`src/hw/hbc_regs.svh`:
```
// constants of the bridge control block: field positions, resets, timing
// assumes the including file uses them as plain `define values
`ifndef HBC_REGS_SVH
`define HBC_REGS_SVH

// frame layout
`define HBC_FRM_WR_BIT 15
`define HBC_FRM_SEL_HI 14
`define HBC_FRM_SEL_LO 13

// reset values of the writable registers (bits 12:0)
`define HBC_CFG_RST 13'h0d98
`define HBC_MASK_RST 13'h06f1

// status and mask bit positions
`define HBC_ST_UV 9
`define HBC_ST_OV 8
`define HBC_ST_SC2 5
`define HBC_ST_SC1 4
`define HBC_ST_OC 2
`define HBC_MASK_DOV 12

// timing
`define HBC_CLK_NS 8
`define HBC_UV_FILT_NS 10000
`define HBC_OV_FILT_NS 3000
`define HBC_UV_FILT_CYC (`HBC_UV_FILT_NS / `HBC_CLK_NS)
`define HBC_OV_FILT_CYC (`HBC_OV_FILT_NS / `HBC_CLK_NS)
`define HBC_OC_FILT_CYC 4
`define HBC_SC_FILT_CYC 4

`endif

```
`src/hw/hbc_pkg.sv`:
```
// types of the bridge control block
// assumes hbc_regs.svh for numeric constants
`default_nettype none
package hbc_pkg;

  typedef enum logic [1:0] {
    SEL_ID = 2'b00,
    SEL_STATUS = 2'b01,
    SEL_MASK = 2'b10,
    SEL_CFG = 2'b11
  } hbc_reg_sel_t;

  typedef struct packed {
    logic open_load_chk;
    logic thermal_mgmt;
    logic active_limit_select;
    logic current_threshold_sel_hi;
    logic current_threshold_sel_lo;
    logic slew_sel_b2;
    logic slew_sel_b1;
    logic slew_sel_b0;
    logic output_enable;
    logic hbridge_mode;
    logic input_from_spi;
    logic virtual_input_two;
    logic virtual_input_one;
  } hbc_cfg_t;

  typedef struct packed {
    logic hs;
    logic ls;
  } hbc_gate_t;

endpackage
`default_nettype wire

```
`src/hw/hbc_ctrl.sv`:
```
// bridge control and supply supervision: config, output steering, filters
// assumes a serial front end delivering whole 16-bit frames on SYS_CLK
`timescale 1ns/100ps
`default_nettype none
`include "hbc_regs.svh"

// Behaviour
// - active limit bit enables current regulation
// - limit bit clear: only flag overcurrent
// - outputs live only with wake high, shutoff low
// - enable bit clear: both outputs off
// - mode bit: full bridge or half bridges
// - source bit set: virtual inputs drive outputs
// - source bit clear: drive pins steer outputs
// - virtual input two mirrors pin two
// - virtual input one mirrors pin one
// - half bridge disables active current limit
// - half bridge: overvoltage flag only, shorts per output
// - half bridge: no open load check
// - filtered undervoltage switches all transistors off
// - undervoltage recovery needs filtered good supply
// - filtered overvoltage sets its status flag
// - full bridge overvoltage: both high sides on
// - overvoltage recovery restores normal control
// - overvoltage flag stays until cleared
// - write one clears flag unless fault persists
// - status bit nine undervoltage, eight overvoltage
// - protect-off mask bit makes overvoltage warning only
module hbc_ctrl #(
  parameter int UV_FILT_CYC = `HBC_UV_FILT_CYC,
  parameter int OV_FILT_CYC = `HBC_OV_FILT_CYC,
  parameter int OC_FILT_CYC = `HBC_OC_FILT_CYC,
  parameter int SC_FILT_CYC = `HBC_SC_FILT_CYC,
  parameter logic [12:0] ID_VALUE = 13'h0000 // arbitrary value
) (
  input wire logic SYS_CLK,
  input wire logic RSTN,
  input wire logic FRAME_STB,
  input wire logic [15:0] FRAME_WORD,
  output logic [15:0] RESP_WORD,
  input wire logic WAKE_PIN,
  input wire logic SHUTOFF_PIN,
  input wire logic DRIVE_PIN_ONE,
  input wire logic DRIVE_PIN_TWO,
  input wire logic SUPPLY_LOW_CMP,
  input wire logic SUPPLY_HIGH_CMP,
  input wire logic CURRENT_OVER_CMP,
  input wire logic [1:0] SHORT_CMP,
  output hbc_pkg::hbc_gate_t BRIDGE_OUTPUT_ONE,
  output hbc_pkg::hbc_gate_t BRIDGE_OUTPUT_TWO,
  output logic CURRENT_REG_ACTIVE,
  output logic [1:0] CURRENT_THRESHOLD_SEL,
  output logic [2:0] SLEW_SEL,
  output logic OPEN_LOAD_CHK_EN,
  output logic FAULT_STATUS_PIN_N
);

  localparam int NCH = 5;
  localparam logic [10:0] FILT_LIM [NCH] = '{11'(UV_FILT_CYC), 11'(OV_FILT_CYC),
    11'(OC_FILT_CYC), 11'(SC_FILT_CYC), 11'(SC_FILT_CYC)};

  // ----------------------------------------
  // input synchronisers
  // ----------------------------------------
  logic [8:0] raw;
  logic [8:0] s1_q;
  logic [8:0] s2_q;
  assign raw = {SHORT_CMP, CURRENT_OVER_CMP, SUPPLY_HIGH_CMP, SUPPLY_LOW_CMP,
    DRIVE_PIN_TWO, DRIVE_PIN_ONE, SHUTOFF_PIN, WAKE_PIN};
  always_ff @(posedge SYS_CLK or negedge RSTN)
  begin
    if (!RSTN)
    begin
      s1_q <= 9'h000;
      s2_q <= 9'h000;
    end
    else
    begin
      s1_q <= raw;
      s2_q <= s1_q;
    end
  end
  logic wake_s;
  logic shutoff_s;
  logic pin1_s;
  logic pin2_s;
  logic [NCH-1:0] cmp;
  assign wake_s = s2_q[0];
  assign shutoff_s = s2_q[1];
  assign pin1_s = s2_q[2];
  assign pin2_s = s2_q[3];
  assign cmp = s2_q[8:4];

  // ----------------------------------------
  // comparator filters: uv ov oc sc1 sc2
  // ----------------------------------------
  logic [NCH-1:0] flt;
  for (genvar g = 0; g < NCH; g++)
  begin : g_filt
    logic [10:0] cnt_q;
    logic [10:0] cnt_d;
    logic fq;
    logic fd;
    always_comb
    begin
      fd = fq;
      cnt_d = 11'h000;
      if (cmp[g] != fq)
      begin
        if (cnt_q >= FILT_LIM[g] - 11'h001)
          fd = cmp[g];
        else
          cnt_d = cnt_q + 11'h001;
      end
    end
    always_ff @(posedge SYS_CLK or negedge RSTN)
    begin
      if (!RSTN)
      begin
        cnt_q <= 11'h000;
        fq <= 1'b0;
      end
      else
      begin
        cnt_q <= cnt_d;
        fq <= fd;
      end
    end
    assign flt[g] = fq;
  end
  logic uv_flt;
  logic ov_flt;
  logic oc_flt;
  assign uv_flt = flt[0];
  assign ov_flt = flt[1];
  assign oc_flt = flt[2];

  // ----------------------------------------
  // registers and status flags
  // ----------------------------------------
  hbc_pkg::hbc_reg_sel_t sel;
  logic wr;
  hbc_pkg::hbc_cfg_t cfg_q;
  hbc_pkg::hbc_cfg_t cfg_d;
  logic [12:0] mask_q;
  logic [12:0] mask_d;
  logic [NCH-1:0] flag_q;
  logic [NCH-1:0] flag_d;
  logic [NCH-1:0] clr;
  logic [12:0] status;
  logic [15:0] resp_d;
  assign sel = hbc_pkg::hbc_reg_sel_t'(FRAME_WORD[`HBC_FRM_SEL_HI:`HBC_FRM_SEL_LO]);
  assign wr = FRAME_STB & FRAME_WORD[`HBC_FRM_WR_BIT];
  assign clr = {FRAME_WORD[`HBC_ST_SC2], FRAME_WORD[`HBC_ST_SC1], FRAME_WORD[`HBC_ST_OC],
    FRAME_WORD[`HBC_ST_OV], FRAME_WORD[`HBC_ST_UV]} & {NCH{wr && sel == hbc_pkg::SEL_STATUS}};
  always_comb
  begin
    status = 13'h0000;
    status[`HBC_ST_UV] = flag_q[0];
    status[`HBC_ST_OV] = flag_q[1];
    status[`HBC_ST_OC] = flag_q[2];
    status[`HBC_ST_SC1] = flag_q[3];
    status[`HBC_ST_SC2] = flag_q[4];
    cfg_d = cfg_q;
    mask_d = mask_q;
    if (wr && sel == hbc_pkg::SEL_CFG)
      cfg_d = hbc_pkg::hbc_cfg_t'(FRAME_WORD[12:0]);
    if (wr && sel == hbc_pkg::SEL_MASK)
      mask_d = FRAME_WORD[12:0];
    flag_d = flt | (flag_q & ~(clr & ~flt));
    resp_d = RESP_WORD;
    if (FRAME_STB)
    begin
      case (sel)
        hbc_pkg::SEL_ID: resp_d = {3'h0, ID_VALUE};
        hbc_pkg::SEL_STATUS: resp_d = {1'b0, sel, status};
        hbc_pkg::SEL_MASK: resp_d = {1'b0, sel, mask_q};
        hbc_pkg::SEL_CFG: resp_d = {1'b0, sel, cfg_q};
        default: resp_d = 16'h0000;
      endcase
    end
  end
  always_ff @(posedge SYS_CLK or negedge RSTN)
  begin
    if (!RSTN)
    begin
      cfg_q <= `HBC_CFG_RST;
      mask_q <= `HBC_MASK_RST;
      flag_q <= 5'h00;
      RESP_WORD <= 16'h0000;
    end
    else
    begin
      cfg_q <= cfg_d;
      mask_q <= mask_d;
      flag_q <= flag_d;
      RESP_WORD <= resp_d;
    end
  end

  // ----------------------------------------
  // output steering
  // ----------------------------------------
  logic ctrl_on;
  logic in1;
  logic in2;
  logic o1;
  logic o2;
  logic hb;
  hbc_pkg::hbc_gate_t g1_d;
  hbc_pkg::hbc_gate_t g2_d;
  logic creg_d;
  logic fs_n_d;
  assign hb = cfg_q.hbridge_mode;
  assign ctrl_on = cfg_q.output_enable & wake_s & ~shutoff_s & ~uv_flt;
  assign in1 = cfg_q.input_from_spi ? cfg_q.virtual_input_one : pin1_s;
  assign in2 = cfg_q.input_from_spi ? cfg_q.virtual_input_two : pin2_s;
  always_comb
  begin
    o1 = in1;
    o2 = in2;
    if (hb && !in2)
    begin
      o1 = 1'b1;
      o2 = 1'b1;
    end
    else if (hb)
      o2 = ~in1;
    g1_d = '{hs: o1, ls: ~o1};
    g2_d = '{hs: o2, ls: ~o2};
    if (hb && ov_flt && !mask_q[`HBC_MASK_DOV])
    begin
      g1_d = '{hs: 1'b1, ls: 1'b0};
      g2_d = '{hs: 1'b1, ls: 1'b0};
    end
    if (flag_q[3] || (hb && flag_q[4]))
      g1_d = '{hs: 1'b0, ls: 1'b0};
    if (flag_q[4] || (hb && flag_q[3]))
      g2_d = '{hs: 1'b0, ls: 1'b0};
    if (!ctrl_on)
    begin
      g1_d = '{hs: 1'b0, ls: 1'b0};
      g2_d = '{hs: 1'b0, ls: 1'b0};
    end
    creg_d = ctrl_on & hb & cfg_q.active_limit_select & oc_flt;
    fs_n_d = ~|(status[11:0] & mask_q[11:0]);
  end
  always_ff @(posedge SYS_CLK or negedge RSTN)
  begin
    if (!RSTN)
    begin
      BRIDGE_OUTPUT_ONE <= '{hs: 1'b0, ls: 1'b0};
      BRIDGE_OUTPUT_TWO <= '{hs: 1'b0, ls: 1'b0};
      CURRENT_REG_ACTIVE <= 1'b0;
      CURRENT_THRESHOLD_SEL <= 2'h0;
      SLEW_SEL <= 3'h0;
      OPEN_LOAD_CHK_EN <= 1'b0;
      FAULT_STATUS_PIN_N <= 1'b1;
    end
    else
    begin
      BRIDGE_OUTPUT_ONE <= g1_d;
      BRIDGE_OUTPUT_TWO <= g2_d;
      CURRENT_REG_ACTIVE <= creg_d;
      CURRENT_THRESHOLD_SEL <= {cfg_q.current_threshold_sel_hi, cfg_q.current_threshold_sel_lo};
      SLEW_SEL <= {cfg_q.slew_sel_b2, cfg_q.slew_sel_b1, cfg_q.slew_sel_b0};
      OPEN_LOAD_CHK_EN <= cfg_q.open_load_chk & hb;
      FAULT_STATUS_PIN_N <= fs_n_d;
    end
  end

  // ----------------------------------------
  // assertions
  // ----------------------------------------
  property p_en_off;
    @(posedge SYS_CLK) disable iff (!RSTN)
    !cfg_q.output_enable |=> BRIDGE_OUTPUT_ONE == 2'b00 && BRIDGE_OUTPUT_TWO == 2'b00;
  endproperty
  a_en_off: assert property (p_en_off) else $error("outputs on while enable clear");
  property p_wake;
    @(posedge SYS_CLK) disable iff (!RSTN)
    (!wake_s || shutoff_s) |=> BRIDGE_OUTPUT_ONE == 2'b00 && BRIDGE_OUTPUT_TWO == 2'b00;
  endproperty
  a_wake: assert property (p_wake) else $error("outputs on without wake");
  property p_uv_off;
    @(posedge SYS_CLK) disable iff (!RSTN)
    uv_flt |=> BRIDGE_OUTPUT_ONE == 2'b00 && BRIDGE_OUTPUT_TWO == 2'b00;
  endproperty
  a_uv_off: assert property (p_uv_off) else $error("outputs on in undervoltage");
  property p_ov_filt;
    @(posedge SYS_CLK) disable iff (!RSTN)
    $rose(ov_flt) |-> $past(cmp[1]) && $past(cmp[1], 2);
  endproperty
  a_ov_filt: assert property (p_ov_filt) else $error("overvoltage without persistence");
  property p_ov_brake;
    @(posedge SYS_CLK) disable iff (!RSTN)
    (ctrl_on && hb && ov_flt && !mask_q[`HBC_MASK_DOV] && flag_q[4:3] == 2'b00)
      |=> BRIDGE_OUTPUT_ONE == 2'b10 && BRIDGE_OUTPUT_TWO == 2'b10;
  endproperty
  a_ov_brake: assert property (p_ov_brake) else $error("no brake in overvoltage");
  property p_half_follow;
    @(posedge SYS_CLK) disable iff (!RSTN)
    (ctrl_on && !hb && flag_q[4:3] == 2'b00) |=> BRIDGE_OUTPUT_ONE.hs == $past(in1)
      && BRIDGE_OUTPUT_TWO.hs == $past(in2);
  endproperty
  a_half_follow: assert property (p_half_follow) else $error("half bridge not following");
  property p_no_limit;
    @(posedge SYS_CLK) disable iff (!RSTN)
    (!hb || !cfg_q.active_limit_select) |=> !CURRENT_REG_ACTIVE;
  endproperty
  a_no_limit: assert property (p_no_limit) else $error("regulation while disallowed");
  property p_clr_held;
    @(posedge SYS_CLK) disable iff (!RSTN)
    (flt[1] && clr[1]) |=> flag_q[1];
  endproperty
  a_clr_held: assert property (p_clr_held) else $error("flag cleared while fault present");
  property p_ov_sticky;
    @(posedge SYS_CLK) disable iff (!RSTN)
    (flag_q[1] && !clr[1]) |=> flag_q[1];
  endproperty
  a_ov_sticky: assert property (p_ov_sticky) else $error("overvoltage flag lost");
  property p_status_read;
    @(posedge SYS_CLK) disable iff (!RSTN)
    (FRAME_STB && sel == hbc_pkg::SEL_STATUS) |=> RESP_WORD[9] == $past(flag_q[0])
      && RESP_WORD[8] == $past(flag_q[1]);
  endproperty
  a_status_read: assert property (p_status_read) else $error("status word wrong");

endmodule

`default_nettype wire

```
`config.mk`:
```
export PLATFORM = sky130hd
export DESIGN_NAME = hbc_ctrl
export DESIGN_NICKNAME = d
export VERILOG_FILES = /design/src/hw/hbc_pkg.sv /design/src/hw/hbc_ctrl.sv
export VERILOG_INCLUDE_DIRS = /design/src /design/src/hw
export SDC_FILE = /design/constraint.sdc
export NUM_CORES = 1
export LEC_CHECK = 0
export CORE_ASPECT_RATIO = 1.25
export CORE_MARGIN = 2
export CORE_UTILIZATION = 56
export CTS_CLUSTER_DIAMETER = 50
export DETAILED_ROUTE_END_ITERATION = 6
export DONT_BUFFER_PORTS = 1
export PLACE_DENSITY = 0.71
export SLEW_MARGIN = 20
export SYNTH_ARGS = -nofsm -noshare
export SYNTH_HDL_FRONTEND = slang
export SYNTH_SLANG_ARGS = --single-unit
```
`constraint.sdc`:
```
create_clock -name SYS_CLK -period 1.45 [get_ports SYS_CLK]
set_input_delay 0.145 -clock SYS_CLK [delete_from_list [all_inputs] [get_ports SYS_CLK]]
set_output_delay 0.145 -clock SYS_CLK [all_outputs]
set_load 0.01 [all_outputs]
```
Yosys cells after proc, flatten, opt, wreduce, memory -nomap -nowiden
Index checks and enable logic that the tools add are counted.

word-level totals
  register bits = 137
  input port bits = 28
  output and inout bits = 28

cells by class
  $add $sub $neg = 5
  $lt $le $gt $ge = 5
  eq/ne operators = 8
  multiplexer cells = 22
  bitwise gates (word level) = 20
  reduce and logical (&&, ||, !) cells = 20

operators by type and width
  operator                 number
  $mux W11                 10
  $pmux W16 S4             1
  $add A11 B1 Y11 const B  5
  $ge A11 B2 Y1 const B    3
  $and A5 B5 Y5            3
  $and A10 B12 Y12         1
  $mux W2                  6
  $reduce_or A12 Y1        1
  $ge A11 B11 Y1 const B   1
  $ge A11 B9 Y1 const B    1
  $not A5 Y5               2
  $reduce_and A2 Y1        5
  $and A1 B1 Y1            8
  $logic_and A1 B1 Y1      8
  $mux W1                  5
  $ne A1 B1 Y1             5
  $not A1 Y1               5
  $or A5 B5 Y5             1
  $eq A2 B2 Y1 const B     2
  $logic_not A1 Y1         3
  $eq A2 B1 Y1 const B     1
  $logic_not A2 Y1         1
  $logic_or A1 B1 Y1       2

Depth between registers and ports, before layout
Gate-level depths: netlist of the first run.

  depth in word-level cells = 8
  gate-level depth with buffers = 7
  gate-level depth less buffers = 6

Worst setup path after synthesis of the first run
OpenSTA, ideal clock, no wires.

  kind = reg2reg
  start = register g_filt[1].cnt_q[0]
  end = register g_filt[1].fq
  library setup time = 0.125 ns
  arrival = 1.330 ns
  required time = 1.325 ns
  slack = -0.005 ns
  cell stages (with the launch flop) = 7
  path buffers = 0
  clock period less this slack = 1.455 ns
  path through = dfrtp_1 -> inv_1 -> ha_1 -> o21ai_0 -> a211o_1 -> nand2_1 -> mux2_2

between the ends
  longest elaborated chain between the ends = 2

RTL lines
  item                                line             RTL
  start, declared                     hbc_ctrl.sv:100  logic [10:0] cnt_q;
  start signal, assigned              hbc_ctrl.sv:125  cnt_q <= cnt_d;
  $ge A11 B9 Y1                       hbc_ctrl.sv:110  if (cnt_q >= FILT_LIM[g] - 11'h001)
  $reduce_and A2 Y1 (no source line)  --
  end signal, assigned                hbc_ctrl.sv:121  fq <= 1'b0;
  end signal, assigned                hbc_ctrl.sv:126  fq <= fd;
  end, declared                       hbc_ctrl.sv:102  logic fq;

Every way passes these cells.
A chain may end at the register's enable or synchronous reset.

Worst setup path in the final report of the first run
  start = register g_filt[0].cnt_q[2]
  end = register g_filt[0].fq

between the ends
  longest elaborated chain between the ends = 2

RTL lines
  item                                line
  start, declared                     hbc_ctrl.sv:100
  start signal, assigned              hbc_ctrl.sv:125
  $ge A11 B11 Y1                      hbc_ctrl.sv:110
  $reduce_and A2 Y1 (no source line)  --
  end signal, assigned                hbc_ctrl.sv:121
  end signal, assigned                hbc_ctrl.sv:126
  end, declared                       hbc_ctrl.sv:102

Every way passes these cells.

==> results.md, run 1 <==
- Status: complete, but fails checks
- Failing checks: negative hold slack, negative setup slack
- Worst-case reg-to-reg path depth: 4
- Vias in the first global route: 3286
- Sequential-to-total area share from yosys stat: 0.664
- IO Pins: 56
- Setup TNS: -0.0424 ns
- Starting DRT DRC Count: 209
- Core area: 0.00903 mm^2
- First drt pass iteration count: 5
- Multiplexer area fraction after synthesis: 0.108
- Die Ht: 111 um
- CTS Hold Bufs: 25
- Vias per std cell: 5.26
- Final Slew Violations: 0
- Reg-to-reg setup timing slack: -0.04 ns
- CTS tree: built
- DP Cell Count: 520
- Non-Filler Instances: 584
- Power consumption: 9.73 mW
- Final instance area: 0.00647 mm^2
- Hold crit path type: in2async
- Commonest cells in the netlist: dfrtp_1, nor2_1, nand2_1
- Cell accounting for the most synthesized area: dfrtp_1
- Synth unique cells: 45
- Cell Int Power: 7.62 mW
- Critical Path AT: 1.78 ns
- Power share of the clock group: 0.469
- Worst Path Class, Setup: reg2reg
- CTS HTree Levels: 4
- Largest net degree at the start of global routing: 137
- Final Wtd Congestion: 0.776
- Max Fclk: 0.670 GHz
- Synthesized area: 0.00515 mm^2
- Relative slew slack: 0.519
- Synth Area in Adders: 0.0170
- Clock transition at path regs: 0.06 ns
- Remaining Overflow, GRT: 0
- Flops & latches, synth: 136
- Hold_ws: -0.569 ns
- Setup crit start: g_filt[0].cnt_q[2]$_DFF_PN0_
- ANT nets after route: 0
- Synth Area in Simple Gates: 0.0942
- Max Root-Sink Buffers: 2
- Worst setup SP type: register
- Post-Syn Area per Cell: 14.0 um^2
- Sequential group share of total power: 0.462
- Tmin final: 1.49 ns
- Worst-Skew Late Latency: 0.41 ns
- Antenna diode instance count: 0
- Row count: 39
- Final hold violations: 136
- Synth Area in Compound Gates: 0.0544
- Total GRT Usage: 0.205
- Xor/xnor share of the synthesized area: 0.0357
- P&R area growth vs syn: 25.6%
- Final Skew: 0.00582 ns
- Critical Path End Type: register
- IO buf count: 0
- Vias after detailed routing: 3073
- Total die area: 0.00999 mm^2
- Clock Sinks: 136
- Dpl cell area: 0.00541 mm^2
- Die width: 89.8 um
- Detailed Place HPWL: 5720 um
- Final Cycle Share: 1.03
- Root Driver: clkbuf_16
- Final nets: 483
- Max FO, Critical Path: 2
- Setup crit end: g_filt[0].fq$_DFFE_PN0P_
- Worst-Margin Slew: 0.719 ns
- Post-Synthesis Cells: 368
- P_sw: 2.11 mW
- Share of cells above drive strength 1: 0.247
- YS warnings: 0
- R2r endpoint: g_filt[0].fq$_DFFE_PN0P_
- Yosys top cell area share: 0.593
- DRC: 0
- Leak: 2.93 nW
- Num CTS Buffers: 17
- Worst vdd ir: 0.000861 V
- Setup WS post-layout: -0.0424 ns
- Async S/R FF share, synth: 1.00
- Initial antenna violation count: 0
- Power share of the combinational group: 0.069
- Final core utilization: 0.716
- Maxcap violations: 0
- Routed WL: 9510 um
- RSZ-0062 raised after global routing: yes
- Largest family of logic cells by synthesized area: multiplexers
- Top cells by area, synth: dfrtp_1, dfstp_2, mux2_2, mux2_4, mux2_1
- Synth Flop Type: dfrtp_1
- Setup Viol. Count Final: 1
- Global-route wire length before repair: 15700 um
- PD cells: 1500 mW/mm^2
- Detailed-route wire length per cell: 16.3 um
- Sw Share: 0.217
- Critical R2R Launch: g_filt[0].cnt_q[2]$_DFF_PN0_
- Number of synthesized flops with an enable pin: 0
- Cell with the most instances after synthesis: dfrtp_1
- Starting density of the core: 0.571
- CP required: 1.74 ns
[worst max-delay path, stage by stage (launching register included)]
cell     delay (ns)
dfrtp_1        0.41
nor4_4         0.31
a21oi_2        0.11
o31ai_2        0.20
mux2_1         0.34
[layer usage]
| layer | global-route usage | wire length, um |
|---|---|---|
| met2 | 0.341 | 4940 |
| met1 | 0.241 | 3920 |
| met3 | 0.0666 | 444 |
| met5 | 0 | 0 |
| met4 | 0.0974 | 200 |
[power by group through the flow]
| stage | Combinational [mW] | Clock (mW) | Sequential, mW |
|---|---|---|---|
| floorplan | 0.490 | 0 | 4.46 |
| global placement | 0.519 | 0 | 4.53 |
| detailed placement | 0.539 | 0 | 4.55 |
| CTS | 0.653 | 4.64 | 4.49 |
| global route | 0.737 | 4.81 | 4.54 |
| finish | 0.673 | 4.57 | 4.49 |
[state kept, by name (all words and copies together), names as in the netlist, 2 cells and up]
signal	flops
s1_q	9
g_filt.cnt_q	55
BRIDGE_OUTPUT_ONE	2
g_filt.fq	5
cfg_q	12
SLEW_SEL	3
mask_q	13
flag_q	5
CURRENT_THRESHOLD_SEL	2
s2_q	9
RESP_WORD	15
BRIDGE_OUTPUT_TWO	2
[layout by cell type, fill, tap and decap left out, types with 3 or more instances in the layout]
| cell type | n |
|---|---|
| xnor2_1 | 12 |
| nor2_2 | 3 |
| nor4_1 | 4 |
| a21o_1 | 5 |
| nor2_1 | 25 |
| dfstp_2 | 14 |
| mux2_1 | 11 |
| bufinv_16 | 4 |
| nand3_1 | 9 |
| mux2_2 | 15 |
| inv_1 | 15 |
| dfrtp_1 | 122 |
| conb_1 | 30 |
| nor3b_1 | 3 |
| clkinv_2 | 4 |
| nand2_1 | 17 |
| a21oi_1 | 6 |
| nor3_1 | 5 |
| mux2_4 | 12 |
| dlygate4sd3_1 | 25 |
| clkbuf_8 | 3 |
| mux2i_1 | 9 |
| ha_1 | 4 |
| o22ai_1 | 8 |
| ha_2 | 3 |
| clkbuf_16 | 17 |
| o21ai_0 | 4 |
| buf_4 | 16 |
| a22oi_1 | 5 |
| xor2_1 | 9 |
| nor4_4 | 3 |
[stage by stage]
| stage | setup WS, ns | hold WS (ns) |
|---|---|---|
| finish | -0.0424 | -0.569 |
| global route | -0.108 | -0.595 |
| CTS | -0.0406 | -0.589 |
| detailed placement | -0.0294 | -0.147 |
| global placement | 0.00953 | -0.148 |
| floorplan | 0.0304 | -0.151 |
[logic make-up (layout without fill, tap and decap cells)]
| group | after synthesis | after routing |
|---|---|---|
| adders and majority gates | 7 | 7 |
| other | 1 | 30 |
| DFF | 136 | 136 |
| muxes | 47 | 47 |
| and+or+nand+nor | 90 | 90 |
| buffers and inverters | 25 | 88 |
| xor gates and xnor gates | 21 | 21 |
| AOI/OAI and AO/OA | 41 | 42 |
[timing repair]
item	4_1_cts	5_1_grt
hold endpoints to repair	191	136
pin swaps	5	9
setup endpoints to repair	12	24
buffers inserted	5	1
gates resized for setup	6	20
gates cloned	0	1
[worst min-delay path by stage]
stage | slack, ns | end | from
floorplan | -0.15 | BRIDGE_OUTPUT_ONE[0]$_DFF_PN0_ | RSTN
global placement | -0.15 | g_filt[2].cnt_q[4]$_DFF_PN0_ | RSTN
detailed placement | -0.15 | g_filt[2].cnt_q[2]$_DFF_PN0_ | RSTN
CTS | -0.59 | OPEN_LOAD_CHK_EN$_DFF_PN0_ | RSTN
global route | -0.60 | g_filt[2].cnt_q[4]$_DFF_PN0_ | RSTN
finish | -0.57 | g_filt[2].cnt_q[0]$_DFF_PN0_ | RSTN
[layout make-up]
class / instances / area, um^2
Clock buffer: 20 / 467
Tap cell: 123 / 154
Clock inverter: 12 / 173
Timing Repair Buffer: 41 / 370
Fill cell: 573 / 2560
Multi-Input combinational cell: 237 / 1830
Inverter: 15 / 56.3
Sequential cell: 136 / 3420
(Power assumes the default switching activity.)
==> run 2: changes to the inputs <==
--- a/config.mk
+++ b/config.mk
@@ -8,11 +8,12 @@
 export LEC_CHECK = 0
 export CORE_ASPECT_RATIO = 1.25
 export CORE_MARGIN = 2
-export CORE_UTILIZATION = 56
-export CTS_CLUSTER_DIAMETER = 50
+export CORE_UTILIZATION = 40
+export CTS_CLUSTER_DIAMETER = 30
 export DETAILED_ROUTE_END_ITERATION = 6
 export DONT_BUFFER_PORTS = 1
-export PLACE_DENSITY = 0.71
+export HOLD_SLACK_MARGIN = 0.08
+export PLACE_DENSITY = 0.53
 export SLEW_MARGIN = 20
 export SYNTH_ARGS = -nofsm -noshare
 export SYNTH_HDL_FRONTEND = slang
==> results.md, run 2 (synthesized netlist as in run 1, its figures left out) <==
- Max FO, Critical Path: 5 (+3)
- Setup Viol. Count Final: 1 (unchanged)
- Fill count: 1106 (+93%)
- Worst vdd ir: 0.000673 V (-22%)
- Most frequent cells in the layout: dfrtp_1, conb_1, nor2_1
- Routed WL: 9200 um (-3.2%)
- Starting DRT DRC Count: 116 (-44%)
- Setup TNS: -0.0248 ns (+0.0176 ns)
- Worst setup SP type: register
- CTS tree: built
- Initial antenna violation count: 1 (+1)
- Status: complete, but fails checks
- Final nets: 478 (-1.0%)
- CTS HTree Levels: 4 (unchanged)
- Relative slew slack: 0.527 (+0.00795)
- Critical Path End Type: register
- Detailed Place HPWL: 5830 um (+1.8%)
- Max Fclk: 0.678 GHz (+1.2%)
- Largest net degree at the start of global routing: 137 (unchanged)
- Critical R2R Launch: g_filt[0].cnt_q[1]$_DFF_PN0_
- Crit path buf inv count: 1 (+1)
- Dpl cell area: 0.00548 mm^2 (+1.2%)
- Failing checks: negative hold slack, negative setup slack
- CTS Hold Bufs: 25 (unchanged)
- Num CTS Buffers: 17 (unchanged)
- Starting density of the core: 0.407 (-0.164)
- Vias per std cell: 4.70 (-11%)
- Max FFs per register: 55 (unchanged)
- Hold_ws: -0.567 ns (+0.00217 ns)
- Critical Path, Cell by Cell: inv_1 > ha_1 > nor2_1 > a21oi_1 > o31ai_2 > mux2_1
- Critical Path AT: 1.75 ns (-0.03 ns)
- P&R area growth vs syn: 24.1%
- Share of cells above drive strength 1: 0.204 (-0.0429)
- Vias in the first global route: 3002 (-8.6%)
- Global-route wire length before repair: 15100 um (-3.7%)
- Hold crit path type: in2async
- Die width: 106 um (+18%)
- Root Driver: clkbuf_16
- Max Root-Sink Buffers: 2 (unchanged)
- IO Pins: 56 (unchanged)
- Top reg by flops: g_filt.cnt_q
- Tmin final: 1.47 ns (-0.0176 ns)
- Final Wtd Congestion: 0.704 (-9.3%)
- Final Slew Violations: 0 (unchanged)
- Total die area: 0.0138 mm^2 (+38%)
- Final Cycle Share: 1.02 (-0.0121)
- Leak: 2.86 nW (-2.2%)
- IO buf count: 0 (unchanged)
- Worst-Skew Late Latency: 0.40 ns (about the same)
- RSZ-0062 raised after global routing: yes
- Crit-path max cell delay: 0.41 ns (about the same)
- CP required: 1.73 ns (about the same)
- Row count: 46 (+18%)
- Remaining Overflow, GRT: 0 (unchanged)
- Setup WS post-layout: -0.0248 ns (+0.0176 ns)
- Final Skew: 0.00723 ns (+0.00141 ns)
- Most common cell after layout, fill and taps aside: dfrtp_1
- Detailed-route wire length per cell: 14.7 um (-9.4%)
- Biggest regs: g_filt.cnt_q (55), RESP_WORD (15), mask_q (13)
- Clock Sinks: 136 (unchanged)
- Die Ht: 131 um (+18%)
- Maxcap violations: 0 (unchanged)
- Setup crit start: g_filt[0].cnt_q[1]$_DFF_PN0_
- ANT nets after route: 0 (unchanged)
- Final core utilization: 0.505 (-0.211)
- DRC: 0 (unchanged)
- Final instance area: 0.00639 mm^2 (-1.1%)
- PD cells: 1500 mW/mm^2 (-0.15%)
- Clock transition at path regs: 0.06 ns (about the same)
- Delay-heaviest family, CP: flip-flops
- Worst Path Class, Setup: reg2reg
- Final hold violations: 136 (unchanged)
- Reg-to-reg setup timing slack: -0.02 ns (+0.02 ns)
- Vias after detailed routing: 2933 (-4.6%)
- Core area: 0.0127 mm^2 (+40%)
- First drt pass iteration count: 4 (-1)
- Total GRT Usage: 0.144 (-0.0606)
- Worst-Margin Slew: 0.707 ns (-0.0119 ns)
- Slowest CP cell: dfrtp_1
## run 2: changes by cell type in the layout (fill, tap and decap cells not counted), sizes merged
cell    before  now
diode        0    1
buf         16   12
clkinv       6    2
clkbuf      20   23
a21o         7    6
## run 2: report_power, final
| group | switching, mW | internal [mW] |
|---|---|---|
| logic | 0.252 | 0.389 |
| registers | 0.271 | 4.21 |
| clock network | 1.49 | 3.00 |
| total | 2.01 | 7.60 |
## run 2: worst paths after layout
path,endpoint,cells past startpoint
setup reg to reg,g_filt[0].fq$_DFFE_PN0P_,6
hold / removal,g_filt[2].cnt_q[8]$_DFF_PN0_,0
min in group SYS_CLK,RESP_WORD[4]$_DFFE_PN0P_,3
max in group asynchronous,cfg_q[8]$_DFFE_PN1P_,0
setup / recovery,g_filt[0].fq$_DFFE_PN0P_,6
hold reg to reg,s2_q[7]$_DFF_PN0_,0
## run 2: worst reg2reg max path: cells and delay by family, from the launching register on
kind | cells | cell delay (ns)
flip-flops | 1 | 0.41
adder cells (fa/ha/maj) | 1 | 0.17
AND/OR/NAND/NOR | 1 | 0.09
multiplexers | 1 | 0.34
AO/OA/AOI/OAI | 2 | 0.28
buffers and inverters | 1 | 0.06
## run 2: per-layer routing
layer,routed length (um),up-vias,track usage,part of all wire
li1,-,1406,-,-
met1,4160,1457,0.179,0.45
met2,4500,61,0.232,0.49
met3,424,9,0.0565,0.046
met4,120,0,0.0511,0.013
met5,0,-,0,0
## run 2: stage by stage
stage	instances	worst slack [ns]	power (mW)
after CTS	622	-0.0331	9.72
after global routing	624	-0.119	10.0
final	624	-0.0248	9.61
after detailed placement	566	-0.0155	5.09
after floorplan	397	0.0304	4.95
after global placement	566	0.00678	5.07
## run 2: what timing repair did
action,in CTS,in global routing
setup buffers,0,1
endpoints found under the hold margin,191,136
gates resized for setup,0,9
pin swaps,0,1
endpoints found under the setup margin,1,13
gates cloned,0,0
## run 2: final cells by class
cell class	instances	area (um^2)	area share
inverters	15	56.3	0.00880
well taps	168	210	0.0329
diodes	1	2.50	0.000391
clock buffers	23	478	0.0747
repair buffers	37	340	0.0532
flip-flops and latches	136	3420	0.535
clock inverters	8	145	0.0227
multi-input cells	236	1740	0.272
